$ cat src/i2ce_defines.vh
// constants for the two-wire error, flag and request logic
// assumes a 100 MHz system clock and a word-aligned Avalon-MM slave
`ifndef I2CE_DEFINES_VH
`define I2CE_DEFINES_VH

// register byte offsets
`define I2CE_OFF_CTRL    5'h00
`define I2CE_OFF_CTRL2   5'h04
`define I2CE_OFF_STATUS  5'h08
`define I2CE_OFF_CLEAR   5'h0c
`define I2CE_OFF_TIMEOUT 5'h10
`define I2CE_OFF_RXDATA  5'h14
`define I2CE_OFF_TXDATA  5'h18
`define I2CE_OFF_PEC     5'h1c

// control register one fields
`define I2CE_CTL_ENABLE    0
`define I2CE_CTL_ERROR_IRQ_ENABLE     1
`define I2CE_CTL_TRANSMIT_IRQ_ENABLE      2
`define I2CE_CTL_RECEIVE_IRQ_ENABLE      3
`define I2CE_CTL_EVIE      4
`define I2CE_CTL_TXREQEN   5
`define I2CE_CTL_RXREQEN   6
`define I2CE_CTL_HOLDDIS   7
`define I2CE_CTL_IDLESEL   8
`define I2CE_CTL_HOSTROLE  9
`define I2CE_CTL_ALERT_PIN_ENABLE   10
`define I2CE_CTL_WAKEEN    11
`define I2CE_CTL_WIDTH     12
`define I2CE_CTL_RESET     12'h000

// control register two fields
`define I2CE_CT2_START     8
`define I2CE_CT2_STOP      9

// timeout register fields
`define I2CE_TO_ENA        15
`define I2CE_TO_ENB        31
`define I2CE_TO_RESET      32'h00000000

// status / clear bit positions
`define I2CE_F_RECEIVE_NOT_EMPTY_FLAG     0
`define I2CE_F_TRANSMIT_INTERRUPT_STATUS     1
`define I2CE_F_STOP     2
`define I2CE_F_RELOAD   3
`define I2CE_F_TC       4
`define I2CE_F_NACK     5
`define I2CE_F_ADDR     6
`define I2CE_F_MISPLACED_CONDITION_FLAG     7
`define I2CE_F_ARB      8
`define I2CE_F_OVR      9
`define I2CE_F_PEC      10
`define I2CE_F_TIMEOUT  11
`define I2CE_F_ALERT    12
`define I2CE_F_WIDTH    13
`define I2CE_F_TXE      13
`define I2CE_F_BUSY     14
`define I2CE_ERR_MASK   13'h1f80
`define I2CE_CLR_MASK   13'h1fe4

// timing
`define I2CE_CLK_MHZ    100
`define I2CE_TICK_NS    160
`define I2CE_BITS_FRAME 4'h8
`define I2CE_FILL_BYTE  8'hff

`endif

$ cat src/i2ce_err_top.v
// error detection, flag, interrupt and request logic of a two-wire bus controller
// assumes the transfer sequencer beside it runs on clk and reports with pulses;
// bus pins arrive asynchronously and are synchronised here
`timescale 1ns/100ps
`include "i2ce_defines.vh"

module i2ce_err_top (
  // clock and reset
  input  wire        clk,
  input  wire        nrst,
  // avalon-mm slave
  input  wire [4:0]  avsAddress,
  input  wire        avsRead,
  input  wire        avsWrite,
  input  wire [31:0] avsWritedata,
  output reg  [31:0] avsReaddata,
  output reg         avsWaitrequest,
  // bus pins, observed only
  input  wire        sclPin,
  input  wire        sdaPin,
  input  wire        alertLinePin,
  // status from the transfer sequencer
  input  wire        coreMaster,
  input  wire        coreSlaveAddressed,
  input  wire        coreAddrPhase,
  input  wire        coreSdaReleased,
  input  wire        coreStretching,
  input  wire        coreRxValid,
  input  wire [7:0]  coreRxByte,
  input  wire        coreRxIsPec,
  input  wire [7:0]  corePecValue,
  input  wire        coreTxNeed,
  input  wire        coreTxFirst,
  input  wire        coreStartDone,
  input  wire        coreReloadPause,
  input  wire        coreTransferDone,
  input  wire        coreNackSeen,
  input  wire        coreAddrMatch,
  // system state
  input  wire        stopMode,
  input  wire        kernelOnInternalOsc,
  input  wire        debugHalt,
  input  wire        debugTimeoutFreeze,
  // actions toward the sequencer
  output reg  [7:0]  txByte,
  output reg         txByteValid,
  output reg         nackRequest,
  output reg         releaseBus,
  output reg         toSlaveMode,
  output reg         stopRequest,
  output reg         startRequest,
  output reg         addrRecognize,
  output reg         wakeupRequest,
  // dma and interrupt lines
  output reg         txDmaReq,
  output reg         rxDmaReq,
  output reg         eventIrq,
  output reg         errorIrq
);

  localparam integer TICK_N    = (`I2CE_TICK_NS * `I2CE_CLK_MHZ) / 1000;
  localparam [7:0]   TICK_LAST = TICK_N[7:0] - 8'h01;

  reg  [`I2CE_CTL_WIDTH-1:0] ctrl_q;
  reg  [31:0]                to_q;
  reg  [7:0]                 byteCount_q;
  reg  [7:0]                 rxData_q;
  reg  [7:0]                 txData_q;
  reg                        txEmpty_q;
  reg  [`I2CE_F_WIDTH-1:0]   flags_q;
  reg  [`I2CE_F_WIDTH-1:0]   setV;
  reg  [`I2CE_F_WIDTH-1:0]   clrV;
  reg  [31:0]                rdMux;
  reg                        sclPrev_q;
  reg                        sdaPrev_q;
  reg                        alPrev_q;
  reg  [3:0]                 bitCnt_q;
  reg                        busBusy_q;
  reg  [7:0]                 tickCnt_q;
  reg  [11:0]                toA_q;
  reg  [11:0]                toB_q;
  wire [2:0]                 pinS;
  wire                       sclS;
  wire                       sdaS;
  wire                       alS;

  i2ce_sync #(
    .W    (3)
  ) uSync (
    .clk  (clk),
    .nrst (nrst),
    .din  ({alertLinePin, sdaPin, sclPin}),
    .dout (pinS)
  );

  assign sclS = pinS[0];
  assign sdaS = pinS[1];
  assign alS  = pinS[2];

  // bus access: one wait cycle, then the access completes
  wire rdAcc  = avsRead & ~avsWaitrequest;
  wire wrAcc  = avsWrite & ~avsWaitrequest;
  wire wrCtl  = wrAcc & (avsAddress == `I2CE_OFF_CTRL);
  wire wrCtl2 = wrAcc & (avsAddress == `I2CE_OFF_CTRL2);
  wire wrClr  = wrAcc & (avsAddress == `I2CE_OFF_CLEAR);
  wire wrTo   = wrAcc & (avsAddress == `I2CE_OFF_TIMEOUT);
  wire wrTx   = wrAcc & (avsAddress == `I2CE_OFF_TXDATA);
  wire rdRx   = rdAcc & (avsAddress == `I2CE_OFF_RXDATA);

  // control aliases
  wire enable   = ctrl_q[`I2CE_CTL_ENABLE];
  wire holdDis  = ctrl_q[`I2CE_CTL_HOLDDIS];
  wire idleSel  = ctrl_q[`I2CE_CTL_IDLESEL];
  wire [11:0] firstPeriod = to_q[11:0];
  wire [11:0] cumPeriod   = to_q[27:16];

  // line conditions seen on the synchronised pins
  wire sclRise   = sclS & ~sclPrev_q;
  wire startCond = sclS & sclPrev_q & sdaPrev_q & ~sdaS;
  wire stopCond  = sclS & sclPrev_q & ~sdaPrev_q & sdaS;
  wire involved  = coreMaster | (coreSlaveAddressed & ~coreAddrPhase);
  wire slaveNs   = holdDis & ~coreMaster;

  wire misplaced = (startCond | stopCond) & busBusy_q & (bitCnt_q != 4'h0);
  // ignored unless taking part past address
  wire berrSet   = misplaced & involved;
  // released high but low at rising scl
  wire arbSet    = sclRise & coreSdaReleased & ~sdaS & involved;

  // halt may freeze the timeout counters
  wire runTo  = enable & ~(debugHalt & debugTimeoutFreeze);
  wire tick   = (tickCnt_q == TICK_LAST);
  // low or idle lines, selected by idle detect
  wire condA  = idleSel ? (sclS & sdaS) : ~sclS;
  wire hitA   = to_q[`I2CE_TO_ENA] & condA & tick & runTo
                & (toA_q == firstPeriod - 12'h001) & (firstPeriod != 12'h000);
  wire hitB   = to_q[`I2CE_TO_ENB] & coreStretching & tick & runTo
                & (toB_q == cumPeriod - 12'h001) & (cumPeriod != 12'h000);
  wire toHit  = hitA | hitB;

  // transmit underrun when the slave cannot hold the clock
  wire ovrTx  = coreTxNeed & slaveNs & (txEmpty_q | (coreTxFirst & flags_q[`I2CE_F_STOP]));
  // receive overrun while the previous byte is unread
  wire ovrRx  = coreRxValid & slaveNs & flags_q[`I2CE_F_RECEIVE_NOT_EMPTY_FLAG];
  wire pecBad = coreRxValid & ~ovrRx & coreRxIsPec & (coreRxByte != corePecValue);
  wire alFall = alPrev_q & ~alS & ctrl_q[`I2CE_CTL_HOSTROLE] & ctrl_q[`I2CE_CTL_ALERT_PIN_ENABLE];

  // flag set and clear vectors
  always @* begin
    setV = {`I2CE_F_WIDTH{1'b0}};
    setV[`I2CE_F_RECEIVE_NOT_EMPTY_FLAG]    = coreRxValid & ~ovrRx;
    setV[`I2CE_F_TRANSMIT_INTERRUPT_STATUS]    = coreTxNeed;
    setV[`I2CE_F_STOP]    = stopCond;
    setV[`I2CE_F_RELOAD]  = coreReloadPause;
    setV[`I2CE_F_TC]      = coreTransferDone;
    setV[`I2CE_F_NACK]    = coreNackSeen;
    setV[`I2CE_F_ADDR]    = coreAddrMatch;
    setV[`I2CE_F_MISPLACED_CONDITION_FLAG]    = berrSet;
    setV[`I2CE_F_ARB]     = arbSet;
    setV[`I2CE_F_OVR]     = ovrRx | ovrTx;
    setV[`I2CE_F_PEC]     = pecBad;
    setV[`I2CE_F_TIMEOUT] = toHit;
    setV[`I2CE_F_ALERT]   = alFall;
    clrV = wrClr ? (avsWritedata[`I2CE_F_WIDTH-1:0] & `I2CE_CLR_MASK)
                 : {`I2CE_F_WIDTH{1'b0}};
    clrV[`I2CE_F_RECEIVE_NOT_EMPTY_FLAG]   = rdRx;
    clrV[`I2CE_F_TRANSMIT_INTERRUPT_STATUS]   = wrTx;
    clrV[`I2CE_F_RELOAD] = wrCtl2 & (avsWritedata[7:0] != 8'h00);
    clrV[`I2CE_F_TC]     = wrCtl2 & (avsWritedata[`I2CE_CT2_START]
                                     | avsWritedata[`I2CE_CT2_STOP]);
  end

  // read data selection; unmapped offsets read zero
  always @* begin
    case (avsAddress)
      `I2CE_OFF_CTRL:    rdMux = {20'h00000, ctrl_q};
      `I2CE_OFF_CTRL2:   rdMux = {22'h000000, stopRequest, startRequest, byteCount_q};
      `I2CE_OFF_STATUS:  rdMux = {17'h00000, busBusy_q, txEmpty_q, flags_q};
      `I2CE_OFF_TIMEOUT: rdMux = to_q;
      `I2CE_OFF_RXDATA:  rdMux = {24'h000000, rxData_q};
      `I2CE_OFF_PEC:     rdMux = {24'h000000, corePecValue};
      default:           rdMux = 32'h00000000;
    endcase
  end

  // bus handshake: waitrequest drops one cycle after the request
  always @(posedge clk or negedge nrst) begin
    if (!nrst) begin
      avsWaitrequest <= 1'b1;
      avsReaddata    <= 32'h00000000;
    end else if (avsWaitrequest) begin
      if (avsRead | avsWrite) begin
        avsWaitrequest <= 1'b0;
        avsReaddata    <= rdMux;
      end
    end else begin
      avsWaitrequest <= 1'b1;
    end
  end

  // software registers
  always @(posedge clk or negedge nrst) begin
    if (!nrst) begin
      ctrl_q      <= `I2CE_CTL_RESET;
      to_q        <= `I2CE_TO_RESET;
      byteCount_q <= 8'h00;
      txData_q    <= 8'h00;
    end else begin
      if (wrCtl) ctrl_q <= avsWritedata[`I2CE_CTL_WIDTH-1:0];
      if (wrTo) to_q <= avsWritedata;
      if (wrCtl2) byteCount_q <= avsWritedata[7:0];
      if (wrTx) txData_q <= avsWritedata[7:0];
    end
  end

  // sticky flags, set wins over clear
  always @(posedge clk or negedge nrst) begin
    if (!nrst) begin
      flags_q <= {`I2CE_F_WIDTH{1'b0}};
    end else begin
      flags_q <= (flags_q & ~clrV) | setV;
    end
  end

  // pin history, bit position and busy state
  always @(posedge clk or negedge nrst) begin
    if (!nrst) begin
      sclPrev_q <= 1'b1;
      sdaPrev_q <= 1'b1;
      alPrev_q  <= 1'b1;
      bitCnt_q  <= 4'h0;
      busBusy_q <= 1'b0;
    end else begin
      sclPrev_q <= sclS;
      sdaPrev_q <= sdaS;
      alPrev_q  <= alS;
      if (startCond | stopCond) begin
        bitCnt_q <= 4'h0;
      end else if (sclRise) begin
        bitCnt_q <= (bitCnt_q == `I2CE_BITS_FRAME) ? 4'h0 : bitCnt_q + 4'h1;
      end
      if (startCond) begin
        busBusy_q <= 1'b1;
      end else if (stopCond) begin
        busBusy_q <= 1'b0;
      end
    end
  end

  // timeout prescaler and the two period counters
  always @(posedge clk or negedge nrst) begin
    if (!nrst) begin
      tickCnt_q <= 8'h00;
      toA_q     <= 12'h000;
      toB_q     <= 12'h000;
    end else begin
      tickCnt_q <= tick ? 8'h00 : tickCnt_q + 8'h01;
      // restart whenever the watched condition breaks
      if (!condA) begin
        toA_q <= 12'h000;
      end else if (tick & runTo & (toA_q != firstPeriod)) begin
        toA_q <= toA_q + 12'h001;
      end
      // accumulates across stretches until a frame boundary
      if (startCond | stopCond) begin
        toB_q <= 12'h000;
      end else if (coreStretching & tick & runTo & (toB_q != cumPeriod)) begin
        toB_q <= toB_q + 12'h001;
      end
    end
  end

  // received bytes and transmit register state
  always @(posedge clk or negedge nrst) begin
    if (!nrst) begin
      rxData_q  <= 8'h00;
      txEmpty_q <= 1'b1;
    end else begin
      if (coreRxValid & ~ovrRx) rxData_q <= coreRxByte;
      // a write beside a need refills after the old byte goes
      if (wrTx) begin
        txEmpty_q <= 1'b0;
      end else if (coreTxNeed) begin
        txEmpty_q <= 1'b1;
      end
    end
  end

  // actions toward the sequencer, mostly one-cycle pulses
  always @(posedge clk or negedge nrst) begin
    if (!nrst) begin
      txByte        <= 8'h00;
      txByteValid   <= 1'b0;
      nackRequest   <= 1'b0;
      releaseBus    <= 1'b0;
      toSlaveMode   <= 1'b0;
      stopRequest   <= 1'b0;
      startRequest  <= 1'b0;
      addrRecognize <= 1'b0;
      wakeupRequest <= 1'b0;
    end else begin
      txByteValid <= coreTxNeed;
      // first byte after stop: data if loaded, else fill
      if (coreTxNeed) txByte <= txEmpty_q ? `I2CE_FILL_BYTE : txData_q;
      nackRequest <= ovrRx | pecBad;
      // master loss releases lines; slave aborts
      releaseBus <= arbSet | (toHit & ~coreMaster);
      // master loss falls back to slave
      toSlaveMode <= arbSet & coreMaster;
      // any start seen while not master, even misplaced, restarts recognition
      addrRecognize <= startCond & ~coreMaster;
      // match wakes only with wake-up and internal oscillator
      wakeupRequest <= stopMode & ctrl_q[`I2CE_CTL_WAKEEN] & kernelOnInternalOsc
                       & coreAddrMatch;
      if (wrCtl2 & avsWritedata[`I2CE_CT2_STOP]) begin
        stopRequest <= 1'b1;
      end else if (toHit & coreMaster) begin
        stopRequest <= 1'b1;
      end else if (stopCond) begin
        stopRequest <= 1'b0;
      end
      // start cleared by loss, also by timeout
      if (coreStartDone | (arbSet & coreMaster) | toHit) begin
        startRequest <= 1'b0;
      end else if (wrCtl2 & avsWritedata[`I2CE_CT2_START]) begin
        startRequest <= 1'b1;
      end
    end
  end

  // dma requests and interrupt lines, registered levels
  always @(posedge clk or negedge nrst) begin
    if (!nrst) begin
      txDmaReq <= 1'b0;
      rxDmaReq <= 1'b0;
      eventIrq <= 1'b0;
      errorIrq <= 1'b0;
    end else begin
      txDmaReq <= ctrl_q[`I2CE_CTL_TXREQEN] & flags_q[`I2CE_F_TRANSMIT_INTERRUPT_STATUS];
      rxDmaReq <= ctrl_q[`I2CE_CTL_RXREQEN] & flags_q[`I2CE_F_RECEIVE_NOT_EMPTY_FLAG];
      // event line from flags and enables
      eventIrq <= (ctrl_q[`I2CE_CTL_RECEIVE_IRQ_ENABLE] & flags_q[`I2CE_F_RECEIVE_NOT_EMPTY_FLAG])
                | (ctrl_q[`I2CE_CTL_TRANSMIT_IRQ_ENABLE] & flags_q[`I2CE_F_TRANSMIT_INTERRUPT_STATUS])
                | (ctrl_q[`I2CE_CTL_EVIE] & (|flags_q[`I2CE_F_ADDR:`I2CE_F_STOP]));
      errorIrq <= ctrl_q[`I2CE_CTL_ERROR_IRQ_ENABLE] & (|(flags_q & `I2CE_ERR_MASK));
    end
  end

endmodule // i2ce_err_top

$ cat src/i2ce_sync.v
// two-flop synchroniser for a group of asynchronous levels
// assumes inputs are quasi-static relative to clk
`timescale 1ns/100ps

module i2ce_sync #(
  parameter W = 1
) (
  // clock and reset
  input  wire         clk,
  input  wire         nrst,
  // levels
  input  wire [W-1:0] din,
  output reg  [W-1:0] dout
);

  reg [W-1:0] meta_q;

  // first stage feeds only the second; reset to bus idle high
  always @(posedge clk or negedge nrst) begin
    if (!nrst) begin
      meta_q <= {W{1'b1}};
      dout   <= {W{1'b1}};
    end else begin
      meta_q <= din;
      dout   <= meta_q;
    end
  end

endmodule // i2ce_sync

$ cat config.mk
export PLATFORM = sky130hd
export DESIGN_NAME = i2ce_err_top
export DESIGN_NICKNAME = d
export VERILOG_FILES = /design/src/i2ce_err_top.v /design/src/i2ce_sync.v
export VERILOG_INCLUDE_DIRS = /design/src
export SDC_FILE = /design/constraint.sdc
export NUM_CORES = 1
export LEC_CHECK = 0
export ABC_AREA = 1
export ABC_CLOCK_PERIOD_IN_PS = 2200
export BUFFER_PORTS_ARGS = -buffer_cell sky130_fd_sc_hd__buf_4
export CORE_AREA = 3 3 130 132
export CTS_CLUSTER_DIAMETER = 200
export DETAILED_ROUTE_END_ITERATION = 7
export DIE_AREA = 0 0 133 135
export PLACE_DENSITY = 0.87
export SYNTH_ARGS = -nofsm -noshare
export SYNTH_HDL_FRONTEND = slang
export SYNTH_SLANG_ARGS = --single-unit
$ cat constraint.sdc
create_clock -name clk -period 2.2 [get_ports clk]
set_input_delay 0.44 -clock clk [delete_from_list [all_inputs] [get_ports clk]]
set_output_delay 0.44 -clock clk [all_outputs]
set_load 0.03 [all_outputs]
### After elaboration in Yosys (flattened, before gate mapping)

Index checks and enable logic that the tools add are counted.
W data, S select, Z words.

* flip-flop bits (word level): 181
* bits of input ports: 78
* output and inout port bits: 53
* word-level logic and storage cells: 183

* add/sub/neg operators: 6
* equal/unequal tests: 15
* mux-type cells: 22
* bitwise logic cells: 94
* reduce and logical (&&, ||, !) cells: 14

Operators by type and width (number)
* $pmux W32 S6: 1
* $and A1 B1 Y1: 68
* $mux W12: 4
* $add A12 B1 Y12 const B: 2
* $eq A12 B12 Y1: 2
* $ne A12 B12 Y1: 2
* $reduce_bool A12 Y1: 2
* $sub A12 B1 Y12 const B: 2
* $eq A5 B5 Y1 const B: 4
* $mux W8: 2
* $and A13 B13 Y13: 1
* $mux W13: 1
* $not A13 Y13: 1
* $or A1 B1 Y1: 13
* $or A13 B13 Y13: 1
* $mux W4: 3
* $mux W1: 11
* $eq A5 B4 Y1 const B: 2
* $not A1 Y1: 10
* $reduce_bool A2 Y1: 5
* $add A8 B1 Y8 const B: 1
* $eq A8 B4 Y1 const B: 1
* $ne A8 B8 Y1: 1
* $reduce_bool A8 Y1: 1
* other kinds (10): 10

### Logic depth before layout (Yosys ltp)

* depth after elaboration: 11
* gate-level depth with buffers: 14
* gate-level depth less buffers: 14

### Cells and area by module

From an unflattened synthesis, not the netlist that was laid out.

* cells, all modules: 1112
* area total of the unflattened synthesis: 9105.0 um^2

Modules (own cells, without submodules)
* i2ce_err_top: instances 1, cells an instance 1106, area each 8947.3 um^2, sequential area each 4385.5 um^2
* i2ce_sync: instances 1, cells an instance 6, area each 157.7 um^2, sequential area each 157.7 um^2

### Worst setup path after synthesis

Ideal clock, no wire load.

* path type: reg-to-reg
* start point: register avsWaitrequest
* end point: register ctrl_q[0]
* setup time: 133 ps
* arrival: 1457 ps
* required time: 2067 ps
* slack: 610 ps
* stages on the path, launching flop included: 7
* buffers on the path: 1
* clock period less this slack: 1590 ps
* cell sequence: dfstp_2 -> inv_1 -> nand2_1 -> nor2_1 -> nand2_1 -> clkbuf_1 -> o21ai_0

* longest elaborated chain between the ends: 3

Ends and longest elaborated chain
* from (decl): line i2ce_err_top.v:17 `output reg avsWaitrequest,`
* from (signal assigned): line i2ce_err_top.v:189 `avsWaitrequest <= 1'b1;`
* from (signal assigned): line i2ce_err_top.v:193 `avsWaitrequest <= 1'b0;`
* from (signal assigned): line i2ce_err_top.v:197 `avsWaitrequest <= 1'b1;`
* $not A1 Y1: line i2ce_err_top.v:102 `wire wrAcc = avsWrite & ~avsWaitrequest;`
* $and A1 B1 Y1: line i2ce_err_top.v:102
* $and A1 B1 Y1: line i2ce_err_top.v:103 `` wire wrCtl = wrAcc & (avsAddress == `I2CE_OFF_CTRL); ``
* to (signal assigned): line i2ce_err_top.v:204 `` ctrl_q <= `I2CE_CTL_RESET; ``
* to (signal assigned): line i2ce_err_top.v:209 `` if (wrCtl) ctrl_q <= avsWritedata[`I2CE_CTL_WIDTH-1:0]; ``
* to (decl): line i2ce_err_top.v:64 `` reg [`I2CE_CTL_WIDTH-1:0] ctrl_q; ``

Every way passes these cells.
A chain may end at the register's enable or synchronous reset.

### Worst setup path in the final report

* start point: register to_q[1]
* end point: register releaseBus

* longest elaborated chain between the ends: 7
* elaborated cells on any way between the ends: 8
* classes of those cells: 1 x add/sub; 1 x eq/ne; 5 x bitwise; 1 x reduce/logical

Ends and longest elaborated chain
* from (decl): line i2ce_err_top.v:65 `reg [31:0] to_q;`
* from (signal assigned): line i2ce_err_top.v:205 `` to_q <= `I2CE_TO_RESET; ``
* from (signal assigned): line i2ce_err_top.v:210 `if (wrTo) to_q <= avsWritedata;`
* $sub A12 B1 Y12: line i2ce_err_top.v:136 `& (toA_q == firstPeriod - 12'h001) & (firstPeriod != 12'h000);`
* $eq A12 B12 Y1: line i2ce_err_top.v:136
* $and A1 B1 Y1: line i2ce_err_top.v:135 `` wire hitA = to_q[`I2CE_TO_ENA] & condA & tick & runTo ``
* $and A1 B1 Y1 (*): line i2ce_err_top.v:135
* $or A1 B1 Y1 (*): line i2ce_err_top.v:139 `wire toHit = hitA | hitB;`
* $and A1 B1 Y1 (*): line i2ce_err_top.v:307 `releaseBus <= arbSet | (toHit & ~coreMaster);`
* $or A1 B1 Y1 (*): line i2ce_err_top.v:307
* to (signal assigned): line i2ce_err_top.v:307
* to (decl): line i2ce_err_top.v:48 `output reg releaseBus,`

Every way passes the cells marked *; elsewhere a longest branch is shown, timed or not.

==> run metrics <==
routed vias=8,365; initial antenna violation count=0; Fmax achieved=526 MHz; WL per Instance=17.3 um; share of layout cells above drive strength 1=19.2%; DRT iter0 DRCs=822; Main synth FF type=dfrtp_1; H-Tree Depth=4; endpoints failing setup=0; CP delay by family, top=simple AND/OR/NAND/NOR gates; final hold vios=0; Worst Setup SP=to_q[1]$_DFFE_PN0P_; Layout Area Growth over Synthesis=20.5%; Hold Crit Class=input pin to register; Rows=46; CP Capture Type=register; Slowest-stage cell, CP=dfrtp_1; area of the multi-input gates=0.00394 mm2; clk_skew=8.04 ps; maximum VDD drop=603 uV; pin count of the biggest net entering global routing=54; data required time of the critical path=2570 ps; Worst-Margin Slew=650 ps; ys async rst share=100%; drt pass-1 iters=5; nets=1,351; vias in the first global route=7,990; fin. max-slew vios=0; total core area=0.0158 mm2; ANT nets after route=0; Slew headroom=56.5%; Most common cell on crit path=nand2_1; post-synth cell types=48; worst path bufs/invs=1; Skew-Pair Late Insertion Delay=430 ps; Reg2Reg Launch Point=to_q[1]$_DFFE_PN0P_; max-capacitance violation count=0; Gate Count Post-Synth=1,128; Leak=5.39 nW; commonest non-fill, non-tap cell in the layout=nand2_1; Resized Gates After CTS=0; die area=0.0180 mm2; status=complete, no violations; Die Span Y=135 um; Diodes inserted=0; first-pass GRT wire length=41,300 um; Worst Min Path Start=sclPin; reg2reg setup slack=300 ps; CTS Buf Count=17; final core occ=69.8%; FF+latch count, synth=181; Routed WL=25,900 um; worst-path cell chain=inv_1 > ha_1 > nand2_1 > nor2_2 > nor2_1 > nor2_1 > nand2_1 > nor2_1 > nand3_1 > nand2_1 > nand2_1 > nand2_1; Avg Vias per Cell=5.60; WS Path Type=register to register; Storage cell area=0.00454 mm2; Crit Path Max Fanout=5; most frequent cells in the layout=317 x nand2_1, 170 x dfrtp_1, 144 x buf_4; Min Hold Slack=110 ps; Final period util=86.5%; GR Overflow Total=0; pwr/cell area=796 mW/mm2; Netlist Area Pre-Place=0.00917 mm2; Final min period=1900 ps; setup TNS=0 ps; CTS tree=yes; CTS Sinks=181; Post-DP HPWL=19,400 um; clock slew at reported path FFs=70 ps; initial core utilization=57.9%; chip width=133 um; Critical Path AT=2270 ps; Mean Syn Cell Area=8.13 um2; Worst Setup Start Kind=register; CP max stage delay=390 ps; num ports=131; root buffer cell=clkbuf_16; Total GRT Usage=29.3%; final total power=8.79 mW; routability cong.=1.01; register area share after synthesis=49.6%; clk buf depth=2; Mapped Nets=1,213; Post-synth EDFFs=0; fill count=1,229; drt drc=0; YS warnings=0; # port buffers=130; RSZ-0062 raised after global routing=false
[per-stage QoR]
step / cells / area (um2) / worst slack (ps)
3_3_place_gp: 1462 / 10400 / 362
3_5_place_dp: 1462 / 10400 / 304
6_report: 1495 / 11000 / 297
5_1_grt: 1495 / 11000 / 81.6
2_1_floorplan: 1128 / 9170 / 610
4_1_cts: 1495 / 11000 / 303
[sequential cells by signal (all words and copies together), names as in the netlist, 3 cells and up]
| name | count |
|---|---|
| to_q | 32 |
| avsReaddata | 32 |
| ctrl_q | 12 |
| uSync.dout | 3 |
| rxData_q | 8 |
| toA_q | 12 |
| byteCount_q | 8 |
| txData_q | 8 |
| bitCnt_q | 4 |
| toB_q | 12 |
| tickCnt_q | 8 |
| flags_q | 13 |
| uSync.meta_q | 3 |
| txByte | 8 |
[logic make-up (layout without fill, tap and decap cells)]
family	count (synthesis)	count (layout)	synth area share, %
buf+inv	169	320	7.53
xor+xnor	45	45	4.30
flops	181	181	49.6
mux	2	2	0.246
simple gates	536	536	24.9
fa+ha+maj	7	7	0.955
compound gates	188	188	12.5
[repair_timing]
| item | 4_1_cts | 5_1_grt |
|---|---|---|
| hold buffers | 1 | 0 |
| endpoints found under the hold margin | 36 | 0 |
| buffers inserted | 0 | 0 |
| setup endpoints to repair | 0 | 0 |
[power breakdown]
group | internal, mW | switching [mW] | leakage, nW
Combinational | 0.582 | 1.05 | 2.91
Sequential | 3.70 | 0.338 | 2.19
Clock | 1.75 | 1.38 | 0.297
Total | 6.03 | 2.76 | 5.39
[layer usage]
| metal | up-vias | GRT usage (%) | routed length, um |
|---|---|---|---|
| li1 | 3910 | - | - |
| met1 | 3943 | 39.4 | 10300 |
| met2 | 438 | 45.8 | 12100 |
| met3 | 74 | 8.08 | 2640 |
| met4 | 0 | 11.2 | 824 |
| met5 | - | 0 | 0 |
[cell type report]
| type | instances | share of cell area [%] |
|---|---|---|
| flip-flops and latches | 181 | 41.1 |
| clock buffers | 19 | 4.01 |
| inverters | 139 | 4.72 |
| clock inverters | 13 | 1.46 |
| well taps | 216 | 2.45 |
| repair buffers | 149 | 10.5 |
| multi-input cells | 778 | 35.7 |
[synthesized netlist by cell type, types with 4 or more instances]
| library cell | n | area, um2 |
|---|---|---|
| xor2_1 | 30 | 263 |
| inv_2 | 13 | 48.8 |
| nand3_1 | 53 | 265 |
| clkinv_1 | 6 | 22.5 |
| nor2_1 | 110 | 413 |
| o31ai_1 | 8 | 60.1 |
| xnor2_1 | 15 | 131 |
| nand3b_1 | 9 | 67.6 |
| inv_1 | 120 | 450 |
| dfrtp_1 | 170 | 4250 |
| clkbuf_1 | 11 | 41.3 |
| nand2_1 | 317 | 1190 |
| o21ai_0 | 92 | 460 |
| buf_6 | 5 | 56.3 |
| o22ai_1 | 6 | 37.5 |
| o21ai_2 | 9 | 78.8 |
| dfstp_2 | 11 | 289 |
| o31ai_2 | 9 | 113 |
| buf_2 | 11 | 55.1 |
| nor3_1 | 10 | 50.1 |
| ha_1 | 7 | 87.6 |
| nand4_1 | 11 | 68.8 |
| a21oi_1 | 39 | 195 |
| a221oi_1 | 7 | 61.3 |
| nor3_2 | 4 | 40.0 |
[worst reg2reg max path: cells and delay by family (launching register included)]
family                     cells  cell delay (ps)
adders and majority gates      1              250
DFF                            1              390
and+or+nand+nor               10             1070
buffers and inverters          1              140
[final timing paths]
| kind | end | cells after the start |
|---|---|---|
| setup reg to reg | releaseBus$_DFF_PN0_ | 12 |
| hold reg to reg | uSync.dout[0]$_DFF_PN1_ | 0 |
| max in group asynchronous | uSync.dout[1]$_DFF_PN1_ | 3 |
| hold / removal | uSync.meta_q[0]$_DFF_PN1_ | 1 |
| min in group asynchronous | avsReaddata[31]$_DFFE_PN0P_ | 2 |
| setup / recovery | releaseBus$_DFF_PN0_ | 12 |
Power figures use the tool's default switching activity.
